File: src/design/rx_seq_pkg.sv
// constants shared by the receive gating sequencer and its helpers
// assumes a single 200 MHz ref_clk domain and a synchronous active-high reset
package rx_seq_pkg;

  // control word layout on the parallel link
  localparam int WORD_W = 48;
  localparam int OP_W = 4;
  localparam int OP_POS = 44;
  localparam int FIELD_W = 16;
  localparam int TW_W = 32;

  // opcodes carried in the top nibble of a control word
  localparam logic [OP_W-1:0] OP_NOP = 4'h0;
  localparam logic [OP_W-1:0] OP_PREAMP_DLY = 4'h1;
  localparam logic [OP_W-1:0] OP_RX_DLY = 4'h2;
  localparam logic [OP_W-1:0] OP_ADC_DLY = 4'h3;
  localparam logic [OP_W-1:0] OP_ACQ_LEN = 4'h4;
  localparam logic [OP_W-1:0] OP_LO_OFS = 4'h5;
  localparam logic [OP_W-1:0] OP_FREQ_A = 4'h6;
  localparam logic [OP_W-1:0] OP_FREQ_B = 4'h7;
  localparam logic [OP_W-1:0] OP_ROUTE = 4'h8;
  localparam logic [OP_W-1:0] OP_COMMIT = 4'h9;
  localparam logic [OP_W-1:0] OP_START = 4'hA;
  localparam logic [OP_W-1:0] OP_ABORT = 4'hB;

  // route field positions inside an OP_ROUTE payload
  localparam int ROUTE_SEL_POS = 0;
  localparam int ROUTE_COMB_POS = 1;

  // clock rates in MHz; the 80 MHz word and synthesis rate is 4 x 20 MHz
  localparam int REF_CLK_MHZ = 200;
  localparam int REF_IN_MHZ = 20;
  localparam int REF_MULT = 4;
  localparam int DDS_CLK_MHZ = REF_IN_MHZ * REF_MULT;
  localparam int RATE_GCD_MHZ = 40;
  // fractional strobe: TICK_INC ticks every TICK_MOD clocks gives 80 MHz
  localparam logic [2:0] TICK_INC = 3'(DDS_CLK_MHZ / RATE_GCD_MHZ);
  localparam logic [2:0] TICK_MOD = 3'(REF_CLK_MHZ / RATE_GCD_MHZ);

  // combiner spacing limit, in kHz, and the matching tuning word
  localparam longint COMB_DIFF_KHZ = 2500;
  localparam longint KHZ_PER_MHZ = 1000;
  localparam logic [TW_W-1:0] COMB_DIFF_TW =
    TW_W'((COMB_DIFF_KHZ << TW_W) / (longint'(DDS_CLK_MHZ) * KHZ_PER_MHZ));

  // values after reset; delays and length in 80 MHz ticks
  localparam logic [FIELD_W-1:0] RST_PREAMP_DLY = 16'h0002;
  localparam logic [FIELD_W-1:0] RST_RX_DLY = 16'h0004;
  localparam logic [FIELD_W-1:0] RST_ADC_DLY = 16'h0006;
  localparam logic [FIELD_W-1:0] RST_ACQ_LEN = 16'h0100;
  localparam logic [TW_W-1:0] RST_TW = 32'h0000_0000;
  localparam logic [1:0] RST_ROUTE = 2'h0;

  // receive sequencer states
  typedef enum logic [0:0] {
    SEQ_IDLE = 1'b0,
    SEQ_RUN = 1'b1
  } seq_t;

endpackage

File: src/design/dds_accum.sv
// phase accumulator synthesizer advanced on an 80 MHz strobe
// assumes step is a one-cycle strobe from the same clock
module dds_accum #(
  parameter int TW_W = 32,
  parameter int OUT_W = 12
) (
  input wire logic ref_clk,
  input wire logic rst,
  input wire logic step,
  input wire logic [TW_W-1:0] tuning_word,
  output logic [OUT_W-1:0] sample
);

  // accumulator and registered sawtooth sample
  typedef struct packed {
    logic [TW_W-1:0] phase;
    logic [OUT_W-1:0] sample;
  } dds_st_t;

  dds_st_t s_reg;
  dds_st_t s_next;

  // advance phase only on the strobe so the rate follows the reference
  always_comb begin
    s_next = s_reg;
    if (step) begin
      s_next.phase = TW_W'(s_reg.phase + tuning_word);
    end
    s_next.sample = s_reg.phase[TW_W-1 -: OUT_W];
  end

  // state register
  always_ff @(posedge ref_clk) begin
    if (rst) begin
      s_reg <= '0;
    end else begin
      s_reg <= s_next;
    end
  end

  assign sample = s_reg.sample;

endmodule

File: src/design/receive_gating_and_lo_sequencer.sv
// receive gating, capture command, accept enable and offset synthesis
// assumes link_word and link_valid come from pins and need synchronising
// Operation
// - separate preamp observe gate from receiver gate
// - receiver gate may open after preamp gate
// - gating delays come from configuration words
// - no sampling clock produced; converter runs free
// - accept enable alone marks accepted data windows
// - receiver opens right after excitation, past tail
// - synthesis advances at 80 MHz, reference locked
// - only small LO offset applied here
// - sum two signals, spacing within 2.5 MHz
// - combined signal on one output, config only
// - 48-bit control words at 80 MHz rate
// - FIFO queued updates take effect together; routing is applied only by a commit while idle
// - receiver and preamp gates active low
// - capture start command active low
// - accept enable active low
module receive_gating_and_lo_sequencer #(
  parameter int FIFO_AW = 4,
  parameter int SAMP_W = 12
) (
  input wire logic ref_clk,
  input wire logic rst,
  input wire logic [rx_seq_pkg::WORD_W-1:0] link_word,
  input wire logic link_valid,
  output logic fifo_full,
  output logic seq_busy,
  output logic preamp_observe_gate_n,
  output logic preamp_gate_alias_n,
  output logic receiver_open_gate_n,
  output logic capture_start_cmd_n,
  output logic accept_enable_n,
  output logic [rx_seq_pkg::TW_W-1:0] lo_offset_word,
  output logic [SAMP_W:0] main_rf_output,
  output logic [SAMP_W:0] aux_rf_output
);

  localparam int FW = rx_seq_pkg::FIELD_W;
  localparam int TW = rx_seq_pkg::TW_W;
  localparam logic [FIFO_AW:0] DEPTH = (FIFO_AW+1)'(2**FIFO_AW);

  // whole module state
  typedef struct packed {
    logic [rx_seq_pkg::WORD_W-1:0] word_s1;   // first sync stage
    logic [rx_seq_pkg::WORD_W-1:0] word_s2;   // second sync stage
    logic valid_s1;
    logic valid_s2;
    logic [2:0] tick_acc;                     // fractional rate accumulator
    logic tick;                               // 80 MHz strobe
    logic [FIFO_AW:0] wr_ptr;
    logic [FIFO_AW:0] rd_ptr;
    logic rd_pend;                            // read data arrives next cycle
    logic full;
    logic [FW-1:0] sh_pre;                    // pending values
    logic [FW-1:0] sh_rx;
    logic [FW-1:0] sh_adc;
    logic [FW-1:0] sh_len;
    logic [TW-1:0] sh_lo;
    logic [TW-1:0] sh_fa;
    logic [TW-1:0] sh_fb;
    logic [1:0] sh_route;
    logic [FW-1:0] act_pre;                   // values in force
    logic [FW-1:0] act_rx;
    logic [FW-1:0] act_adc;
    logic [FW-1:0] act_len;
    logic [TW-1:0] act_lo;
    logic [TW-1:0] act_fa;
    logic [TW-1:0] act_fb;
    logic [1:0] act_route;
    rx_seq_pkg::seq_t seq;
    logic [FW:0] cnt;                         // ticks since excitation end
    logic pre_n;
    logic rx_n;
    logic cap_n;
    logic acc_n;
    logic [SAMP_W:0] main_out;
    logic [SAMP_W:0] aux_out;
  } st_t;

  st_t s_reg;
  st_t s_next;

  // helpers read by the assertions as well
  logic [rx_seq_pkg::WORD_W-1:0] rd_data;
  logic push;
  logic pop;
  logic commit_now;
  logic [FIFO_AW:0] fill;
  logic [FW-1:0] rx_eff;
  logic [FW-1:0] adc_eff;
  logic [FW:0] end_cnt;
  logic [TW-1:0] fb_eff;
  logic [SAMP_W-1:0] samp_a;
  logic [SAMP_W-1:0] samp_b;

  // larger of two delays
  function automatic logic [FW-1:0] max_dly(input logic [FW-1:0] a, input logic [FW-1:0] b);
    max_dly = (a > b) ? a : b;
  endfunction

  // keep tone b within the combiner spacing of tone a
  function automatic logic [TW-1:0] clamp_b(input logic [TW-1:0] fa, input logic [TW-1:0] fb);
    logic signed [TW-1:0] diff;
    diff = signed'(TW'(fb - fa));
    if (diff > signed'(rx_seq_pkg::COMB_DIFF_TW)) begin
      clamp_b = TW'(fa + rx_seq_pkg::COMB_DIFF_TW);
    end else if (diff < -signed'(rx_seq_pkg::COMB_DIFF_TW)) begin
      clamp_b = TW'(fa - rx_seq_pkg::COMB_DIFF_TW);
    end else begin
      clamp_b = fb;
    end
  endfunction

  // sign-extend a sawtooth sample to the output width
  function automatic logic [SAMP_W:0] sext(input logic [SAMP_W-1:0] v);
    sext = {v[SAMP_W-1], v};
  endfunction

  // order the delays so the receiver never opens before the preamp,
  // and capture never starts before the receiver is open
  assign rx_eff = max_dly(s_reg.act_rx, s_reg.act_pre);
  assign adc_eff = max_dly(s_reg.act_adc, rx_eff);
  assign end_cnt = (FW+1)'({1'b0, adc_eff} + {1'b0, s_reg.act_len});
  assign fb_eff = clamp_b(s_reg.act_fa, s_reg.act_fb);
  assign fill = (FIFO_AW+1)'(s_reg.wr_ptr - s_reg.rd_ptr);
  // one word taken per 80 MHz strobe, dropped when the queue is full
  assign push = s_reg.tick && s_reg.valid_s2 && (fill != DEPTH);
  assign pop = (fill != '0) && !s_reg.rd_pend;
  assign commit_now = s_reg.rd_pend && (rd_data[rx_seq_pkg::OP_POS +: rx_seq_pkg::OP_W] == rx_seq_pkg::OP_COMMIT);

  // queued control words; read data are registered inside
  word_fifo_mem #(
    .DATA_W(rx_seq_pkg::WORD_W),
    .ADDR_W(FIFO_AW)
  ) u_fifo (
    .ref_clk(ref_clk),
    .rst(rst),
    .wr_en(push),
    .wr_addr(s_reg.wr_ptr[FIFO_AW-1:0]),
    .wr_data(s_reg.word_s2),
    .rd_en(pop),
    .rd_addr(s_reg.rd_ptr[FIFO_AW-1:0]),
    .rd_data(rd_data)
  );

  // two tones for the combiner, b held within the spacing of a, stepped at 80 MHz
  dds_accum #(
    .TW_W(TW),
    .OUT_W(SAMP_W)
  ) u_dds_a (
    .ref_clk(ref_clk),
    .rst(rst),
    .step(s_reg.tick),
    .tuning_word(s_reg.act_fa),
    .sample(samp_a)
  );

  dds_accum #(
    .TW_W(TW),
    .OUT_W(SAMP_W)
  ) u_dds_b (
    .ref_clk(ref_clk),
    .rst(rst),
    .step(s_reg.tick),
    .tuning_word(fb_eff),
    .sample(samp_b)
  );

  // next state of the whole block
  always_comb begin
    logic [2:0] acc_sum;
    logic [FW-1:0] fld;
    logic [TW-1:0] tw;
    logic [rx_seq_pkg::OP_W-1:0] op;
    logic [SAMP_W:0] mix;
    acc_sum = '0;
    fld = '0;
    tw = '0;
    op = '0;
    mix = '0;
    s_next = s_reg;
    // pin inputs pass two flops; only the second stage is used
    s_next.word_s1 = link_word;
    s_next.word_s2 = s_reg.word_s1;
    s_next.valid_s1 = link_valid;
    s_next.valid_s2 = s_reg.valid_s1;
    // 80 MHz strobe from the 200 MHz clock: two ticks every five clocks
    acc_sum = 3'(s_reg.tick_acc + rx_seq_pkg::TICK_INC);
    s_next.tick = (acc_sum >= rx_seq_pkg::TICK_MOD);
    s_next.tick_acc = s_next.tick ? 3'(acc_sum - rx_seq_pkg::TICK_MOD) : acc_sum;
    // queue pointers
    if (push) begin
      s_next.wr_ptr = (FIFO_AW+1)'(s_reg.wr_ptr + 1'b1);
    end
    if (pop) begin
      s_next.rd_ptr = (FIFO_AW+1)'(s_reg.rd_ptr + 1'b1);
    end
    s_next.rd_pend = pop;
    s_next.full = ((FIFO_AW+1)'(s_next.wr_ptr - s_next.rd_ptr) == DEPTH);
    // receive sequence, advanced only on the strobe so edges align to words
    if (s_reg.tick && (s_reg.seq == rx_seq_pkg::SEQ_RUN)) begin
      if (s_reg.cnt >= end_cnt) begin
        s_next.seq = rx_seq_pkg::SEQ_IDLE;
        s_next.pre_n = 1'b1;
        s_next.rx_n = 1'b1;
        s_next.cap_n = 1'b1;
        s_next.acc_n = 1'b1;
      end else begin
        s_next.cnt = (FW+1)'(s_reg.cnt + 1'b1);
        // low opens: preamp first, receiver no earlier
        s_next.pre_n = !(s_reg.cnt >= {1'b0, s_reg.act_pre});
        s_next.rx_n = !(s_reg.cnt >= {1'b0, rx_eff});
        s_next.cap_n = !(s_reg.cnt >= {1'b0, adc_eff});
        // accept window alone decides what the receive unit takes in
        s_next.acc_n = !((s_reg.cnt >= {1'b0, adc_eff}) && (s_reg.cnt < end_cnt));
      end
    end
    // decode at most one queued word every two clocks
    if (s_reg.rd_pend) begin
      op = rd_data[rx_seq_pkg::OP_POS +: rx_seq_pkg::OP_W];
      fld = rd_data[FW-1:0];
      tw = rd_data[TW-1:0];
      unique case (op)
        rx_seq_pkg::OP_PREAMP_DLY: s_next.sh_pre = fld;
        rx_seq_pkg::OP_RX_DLY: s_next.sh_rx = fld;
        rx_seq_pkg::OP_ADC_DLY: s_next.sh_adc = fld;
        rx_seq_pkg::OP_ACQ_LEN: s_next.sh_len = fld;
        rx_seq_pkg::OP_LO_OFS: s_next.sh_lo = tw;
        rx_seq_pkg::OP_FREQ_A: s_next.sh_fa = tw;
        rx_seq_pkg::OP_FREQ_B: s_next.sh_fb = tw;
        rx_seq_pkg::OP_ROUTE: s_next.sh_route = rd_data[1:0];
        rx_seq_pkg::OP_COMMIT: begin
          // all pending delays, offset and tones land in one cycle, however many were sent
          s_next.act_pre = s_reg.sh_pre;
          s_next.act_rx = s_reg.sh_rx;
          s_next.act_adc = s_reg.sh_adc;
          s_next.act_len = s_reg.sh_len;
          s_next.act_lo = s_reg.sh_lo;
          s_next.act_fa = s_reg.sh_fa;
          s_next.act_fb = s_reg.sh_fb;
          // output routing is a setup step, never switched mid-sequence
          if (s_reg.seq == rx_seq_pkg::SEQ_IDLE) begin
            s_next.act_route = s_reg.sh_route;
          end
        end
        rx_seq_pkg::OP_START: begin
          // excitation has ended; restart the gating count
          if (s_reg.seq == rx_seq_pkg::SEQ_IDLE) begin
            s_next.seq = rx_seq_pkg::SEQ_RUN;
            s_next.cnt = '0;
          end
        end
        rx_seq_pkg::OP_ABORT: begin
          s_next.seq = rx_seq_pkg::SEQ_IDLE;
          s_next.pre_n = 1'b1;
          s_next.rx_n = 1'b1;
          s_next.cap_n = 1'b1;
          s_next.acc_n = 1'b1;
        end
        default: begin
          // no-op and unused codes are ignored
        end
      endcase
    end
    // combiner: tone a alone, or a plus b, to exactly one output
    mix = s_reg.act_route[rx_seq_pkg::ROUTE_COMB_POS] ?
          (SAMP_W+1)'(sext(samp_a) + sext(samp_b)) : sext(samp_a);
    if (s_reg.act_route[rx_seq_pkg::ROUTE_SEL_POS]) begin
      s_next.main_out = '0;
      s_next.aux_out = mix;
    end else begin
      s_next.main_out = mix;
      s_next.aux_out = '0;
    end
  end

  // state register with reset values
  always_ff @(posedge ref_clk) begin
    if (rst) begin
      s_reg <= '0;
      s_reg.sh_pre <= rx_seq_pkg::RST_PREAMP_DLY;
      s_reg.sh_rx <= rx_seq_pkg::RST_RX_DLY;
      s_reg.sh_adc <= rx_seq_pkg::RST_ADC_DLY;
      s_reg.sh_len <= rx_seq_pkg::RST_ACQ_LEN;
      s_reg.act_pre <= rx_seq_pkg::RST_PREAMP_DLY;
      s_reg.act_rx <= rx_seq_pkg::RST_RX_DLY;
      s_reg.act_adc <= rx_seq_pkg::RST_ADC_DLY;
      s_reg.act_len <= rx_seq_pkg::RST_ACQ_LEN;
      s_reg.sh_lo <= rx_seq_pkg::RST_TW;
      s_reg.act_lo <= rx_seq_pkg::RST_TW;
      s_reg.sh_route <= rx_seq_pkg::RST_ROUTE;
      s_reg.act_route <= rx_seq_pkg::RST_ROUTE;
      s_reg.seq <= rx_seq_pkg::SEQ_IDLE;
      s_reg.pre_n <= 1'b1;
      s_reg.rx_n <= 1'b1;
      s_reg.cap_n <= 1'b1;
      s_reg.acc_n <= 1'b1;
    end else begin
      s_reg <= s_next;
    end
  end

  // outputs straight from the state register; no sampling clock is made,
  // the converter keeps its own free-running 20 MHz
  assign fifo_full = s_reg.full;
  assign seq_busy = (s_reg.seq == rx_seq_pkg::SEQ_RUN);
  assign preamp_observe_gate_n = s_reg.pre_n;
  assign preamp_gate_alias_n = s_reg.pre_n;
  assign receiver_open_gate_n = s_reg.rx_n;
  assign capture_start_cmd_n = s_reg.cap_n;
  assign accept_enable_n = s_reg.acc_n;
  // only the small offset; the fixed intermediate shift lives downstream
  assign lo_offset_word = s_reg.act_lo;
  assign main_rf_output = s_reg.main_out;
  assign aux_rf_output = s_reg.aux_out;
endmodule

File: src/design/word_fifo_mem.sv
// small dual-port memory holding queued control words
// assumes one clock; the caller owns pointers, full and empty
module word_fifo_mem #(
  parameter int DATA_W = 48,
  parameter int ADDR_W = 4
) (
  input wire logic ref_clk,
  input wire logic rst,
  input wire logic wr_en,
  input wire logic [ADDR_W-1:0] wr_addr,
  input wire logic [DATA_W-1:0] wr_data,
  input wire logic rd_en,
  input wire logic [ADDR_W-1:0] rd_addr,
  output logic [DATA_W-1:0] rd_data
);

  // storage array; no reset, contents are never read before written
  logic [DATA_W-1:0] mem_reg [2**ADDR_W];

  // state of the read side
  typedef struct packed {
    logic [DATA_W-1:0] rd_data;
  } mem_st_t;

  mem_st_t s_reg;
  mem_st_t s_next;

  // next read register value
  always_comb begin
    s_next = s_reg;
    if (rd_en) begin
      s_next.rd_data = mem_reg[rd_addr];
    end
  end

  // registered read port
  always_ff @(posedge ref_clk) begin
    if (rst) begin
      s_reg <= '0;
    end else begin
      s_reg <= s_next;
    end
  end

  // write port
  always_ff @(posedge ref_clk) begin
    if (wr_en) begin
      mem_reg[wr_addr] <= wr_data;
    end
  end

  assign rd_data = s_reg.rd_data;

endmodule

File: config.mk
export PLATFORM = sky130hd
export DESIGN_NAME = receive_gating_and_lo_sequencer
export DESIGN_NICKNAME = d
export VERILOG_FILES = /design/src/design/rx_seq_pkg.sv /design/src/design/dds_accum.sv /design/src/design/receive_gating_and_lo_sequencer.sv /design/src/design/word_fifo_mem.sv
export SDC_FILE = /design/constraint.sdc
export NUM_CORES = 2
export LEC_CHECK = 0
export ABC_AREA = 1
export ABC_CLOCK_PERIOD_IN_PS = 10200
export BUFFER_PORTS_ARGS = -buffer_cell sky130_fd_sc_hd__buf_2
export CAP_MARGIN = 20
export CELL_PAD_IN_SITES_DETAIL_PLACEMENT = 0
export CELL_PAD_IN_SITES_GLOBAL_PLACEMENT = 1
export CORE_AREA = 2 2 424 426
export CTS_CLUSTER_DIAMETER = 60
export CTS_CLUSTER_SIZE = 28
export DETAILED_ROUTE_END_ITERATION = 10
export DIE_AREA = 0 0 426 428
export PLACE_DENSITY_LB_ADDON = 0.12
export SLEW_MARGIN = 20
export SYNTH_ARGS = -nofsm -noshare
export SYNTH_HDL_FRONTEND = slang
export SYNTH_SLANG_ARGS = --single-unit
File: constraint.sdc
create_clock -name ref_clk -period 10.2 [get_ports ref_clk]
set_clock_uncertainty 0.05 [all_clocks]
set_input_delay 1.02 -clock ref_clk [delete_from_list [all_inputs] [get_ports ref_clk]]
set_output_delay 1.02 -clock ref_clk [all_outputs]
set_load 0.005 [all_outputs]
==> metrics.csv <==
metric,value,unit
status,"complete, no violations",
routed wire length,171000,microns
GPL Wtd Cong,0.834,
Clock Latency Late Sink,790,ps
"Cell Area, Synth",0.0529,sq mm
flop2flop setup slack,1530,ps
HPWL Detailed,107000,microns
crit path kind,register to register,
Core Box Area,0.178,sq mm
setup tns final,0,ps
sequential element share of the synthesized area,0.548,
post-synthesis async set-or-reset flop share,0,
PortBufs,103,
maximum VDD drop,292,uV
largest family of logic cells by synthesized area,simple AND/OR/NAND/NOR gates,
CTS sink cnt,1162,
Post-CTS Resized,0,
"commonest non-fill, non-tap cell in the layout",nor2_1,
Synth warnings,0,
TritonRoute pass-1 iters,6,
share of the synthesized area in the top cell type,0.327,
core utilization of the finished layout,0.337,
FF-to-FF End,s_reg[45],
Initial Util,0.298,
gr usage total,0.185,
largest cells by area after synthesis,"edfxtp_1 33%, dfxtp_1 22%, nor2_1 8.5%",
leading area contributor after synthesis,edfxtp_1,
nets@finish,6159,
CP most frequent cell,nand2_1,
initial detailed-routing violation count,2511,
Max Clk Rate,115,MHz
Post-synth EDFFs,576,
CP max-delay cell,nor4_2,
r2r worst-path depth,47,
CTS Root Cell,clkbuf_16,
mux cell area share after synthesis,0.00113,
"commonest cells after routing, fill and taps aside","1184 x nor2_1, 775 x o21ai_0, 674 x nand2_1, 582 x dfxtp_1, 576 x edfxtp_1",
buffer count from post-CTS setup fixing,0,
vias in the first global route,38500,
number of antenna violations at the first check in global routing,9,
Rows,155,
RSZ-0062 raised after global routing,no,
Worst slew margin,0.291,
startpoint types,register,
top_reg_cell synth,dfxtp_1,
Tmin final,8670,ps
worst slew pin tran,1060,ps
via count,39600,
WL/cell,20.5,microns
CTS tree,built,
syn nets,6226,
Final Slew Violations,0,
IO Count,116,
Syn Inst Count,5936,
Die Ht,428,microns
DRC,0,
clk buf depth,3,
max reg flops,576,
die width,426,microns
layout cells sized above 1,0.0902,
crit path DAT,9240,ps
P_leak,25.1,nW
crit end category,register,
Max-Cap Viols,0,
Synth Area in XOR/XNOR,0.0160,
final instance area,0.0598,sq mm
largest net degree at the start of global routing,197,
CTS Buf Count,120,
H-tree depth,3,
Synth Register Bits,1162,
Synth Area in Adders,0.0572,
cts hold-fix bufs,0,
Die ar.,0.182,sq mm
clk slew on worst S/H paths,70,ps
RR Startpoint,s_reg[209],
synth-to-layout area growth,12.9,%
DRT antenna net count,0,
HP Start,s_next[398],
Finished Layout Cells,8330,
Via-to-Cell Ratio,4.75,
Post-DP Area,0.0555,sq mm
Worst Hold End,s_reg[398],
Tightest Hold Check Type,register to register,
placed insts,8102,
post-synthesis compound-gate area fraction,0.144,
PD cells,309,mW/mm^2
"Req. time, crit path",10770,ps
GRT Residual Overflow,0,
Crit path largest cell delay,440,ps
final setup fails,0,
crit path max fanout,30,
hold path depth,2,
first-pass GRT wire length,253000,microns
distinct cell type count of the synthesized netlist,58,
Final period util,0.850,
final hold viol count,0,
Mean Syn Cell Area,8.92,sq um
Synth Area in Simple Gates,0.162,
-- where the power goes --
| part | leakage [nW] | switching, W | internal [W] |
|---|---|---|---|
| clock | 2.09 | 0.00218 | 0.00259 |
| sequential | 10.1 | 0.000580 | 0.00518 |
| combinational | 12.9 | 0.00536 | 0.00257 |
-- cells in the mapped netlist (31+ instances only) --
cell and instances:
ha_1 234, o22ai_1 91, xor2_1 71, inv_1 544
nand3_1 120, a41oi_1 36, o21ai_0 775, nand2_1 674
inv_2 35, nand2_2 39, buf_4 61, clkbuf_1 257
o211ai_1 31, a21oi_1 244, edfxtp_1 576, dfxtp_1 586
o221ai_1 58, nor2_1 1206
-- cell families (layout without fill, tap and decap cells) --
kind of cell               count (synthesis)  in the layout
xor gates and xnor gates                  97             97
and+or+nand+nor                         2145           2145
buffers and inverters                    934            972
AOI/OAI and AO/OA                       1353           1353
muxes                                      6              6
other                                      0              1
DFF                                     1162           1162
adders and majority gates                239            239
-- worst max-delay path by stage --
stage	start	to	slack (ps)	depth (start not counted)
floorplan	s_reg[209]	s_reg[45]	3220	47
global placement	s_reg[209]	s_reg[45]	1440	47
detailed placement	s_reg[209]	s_reg[45]	1560	47
CTS	s_reg[209]	s_reg[45]	1490	47
global route	s_reg[209]	s_reg[45]	490	47
finish	s_reg[209]	s_reg[45]	1530	47
-- per-layer routing --
metal  global-route usage  vias to the layer above  part of all wire
met1                0.244                    19000              0.46
met3               0.0213                      207             0.029
met5                    0                        -                 0
li1                     -                    19800                 -
met4               0.0483                        0             0.025
met2                0.318                      548              0.49
-- area by class of cell --
type / instances / area (sq um)
Clock buffer: 137 / 3220
Fill cell: 18700 / 118000
Inverter: 581 / 2200
Tap cell: 2355 / 2950
Timing Repair Buffer: 164 / 1010
Clock inverter: 90 / 1100
Antenna cell: 1 / 2.50
Sequential cell: 1162 / 29000
Multi-Input combinational cell: 3840 / 20300
-- worst max-delay path, delay by kind of cell, from the launching register on --
kind / cells / cell delay [ps]
buf+inv: 6 / 1300
fa+ha+maj: 4 / 1140
compound gates: 13 / 2270
simple gates: 24 / 3400
flops: 1 / 310
-- metrics by stage --
stage	hold WS, ps	worst slack (ps)	power, W
2_1_floorplan	338	3220	0.0115
3_3_place_gp	343	1440	0.0140
3_5_place_dp	342	1560	0.0140
4_1_cts	312	1490	0.0188
5_1_grt	341	494	0.0200
6_report	353	1530	0.0185
Power figures use the tool's default switching activity.
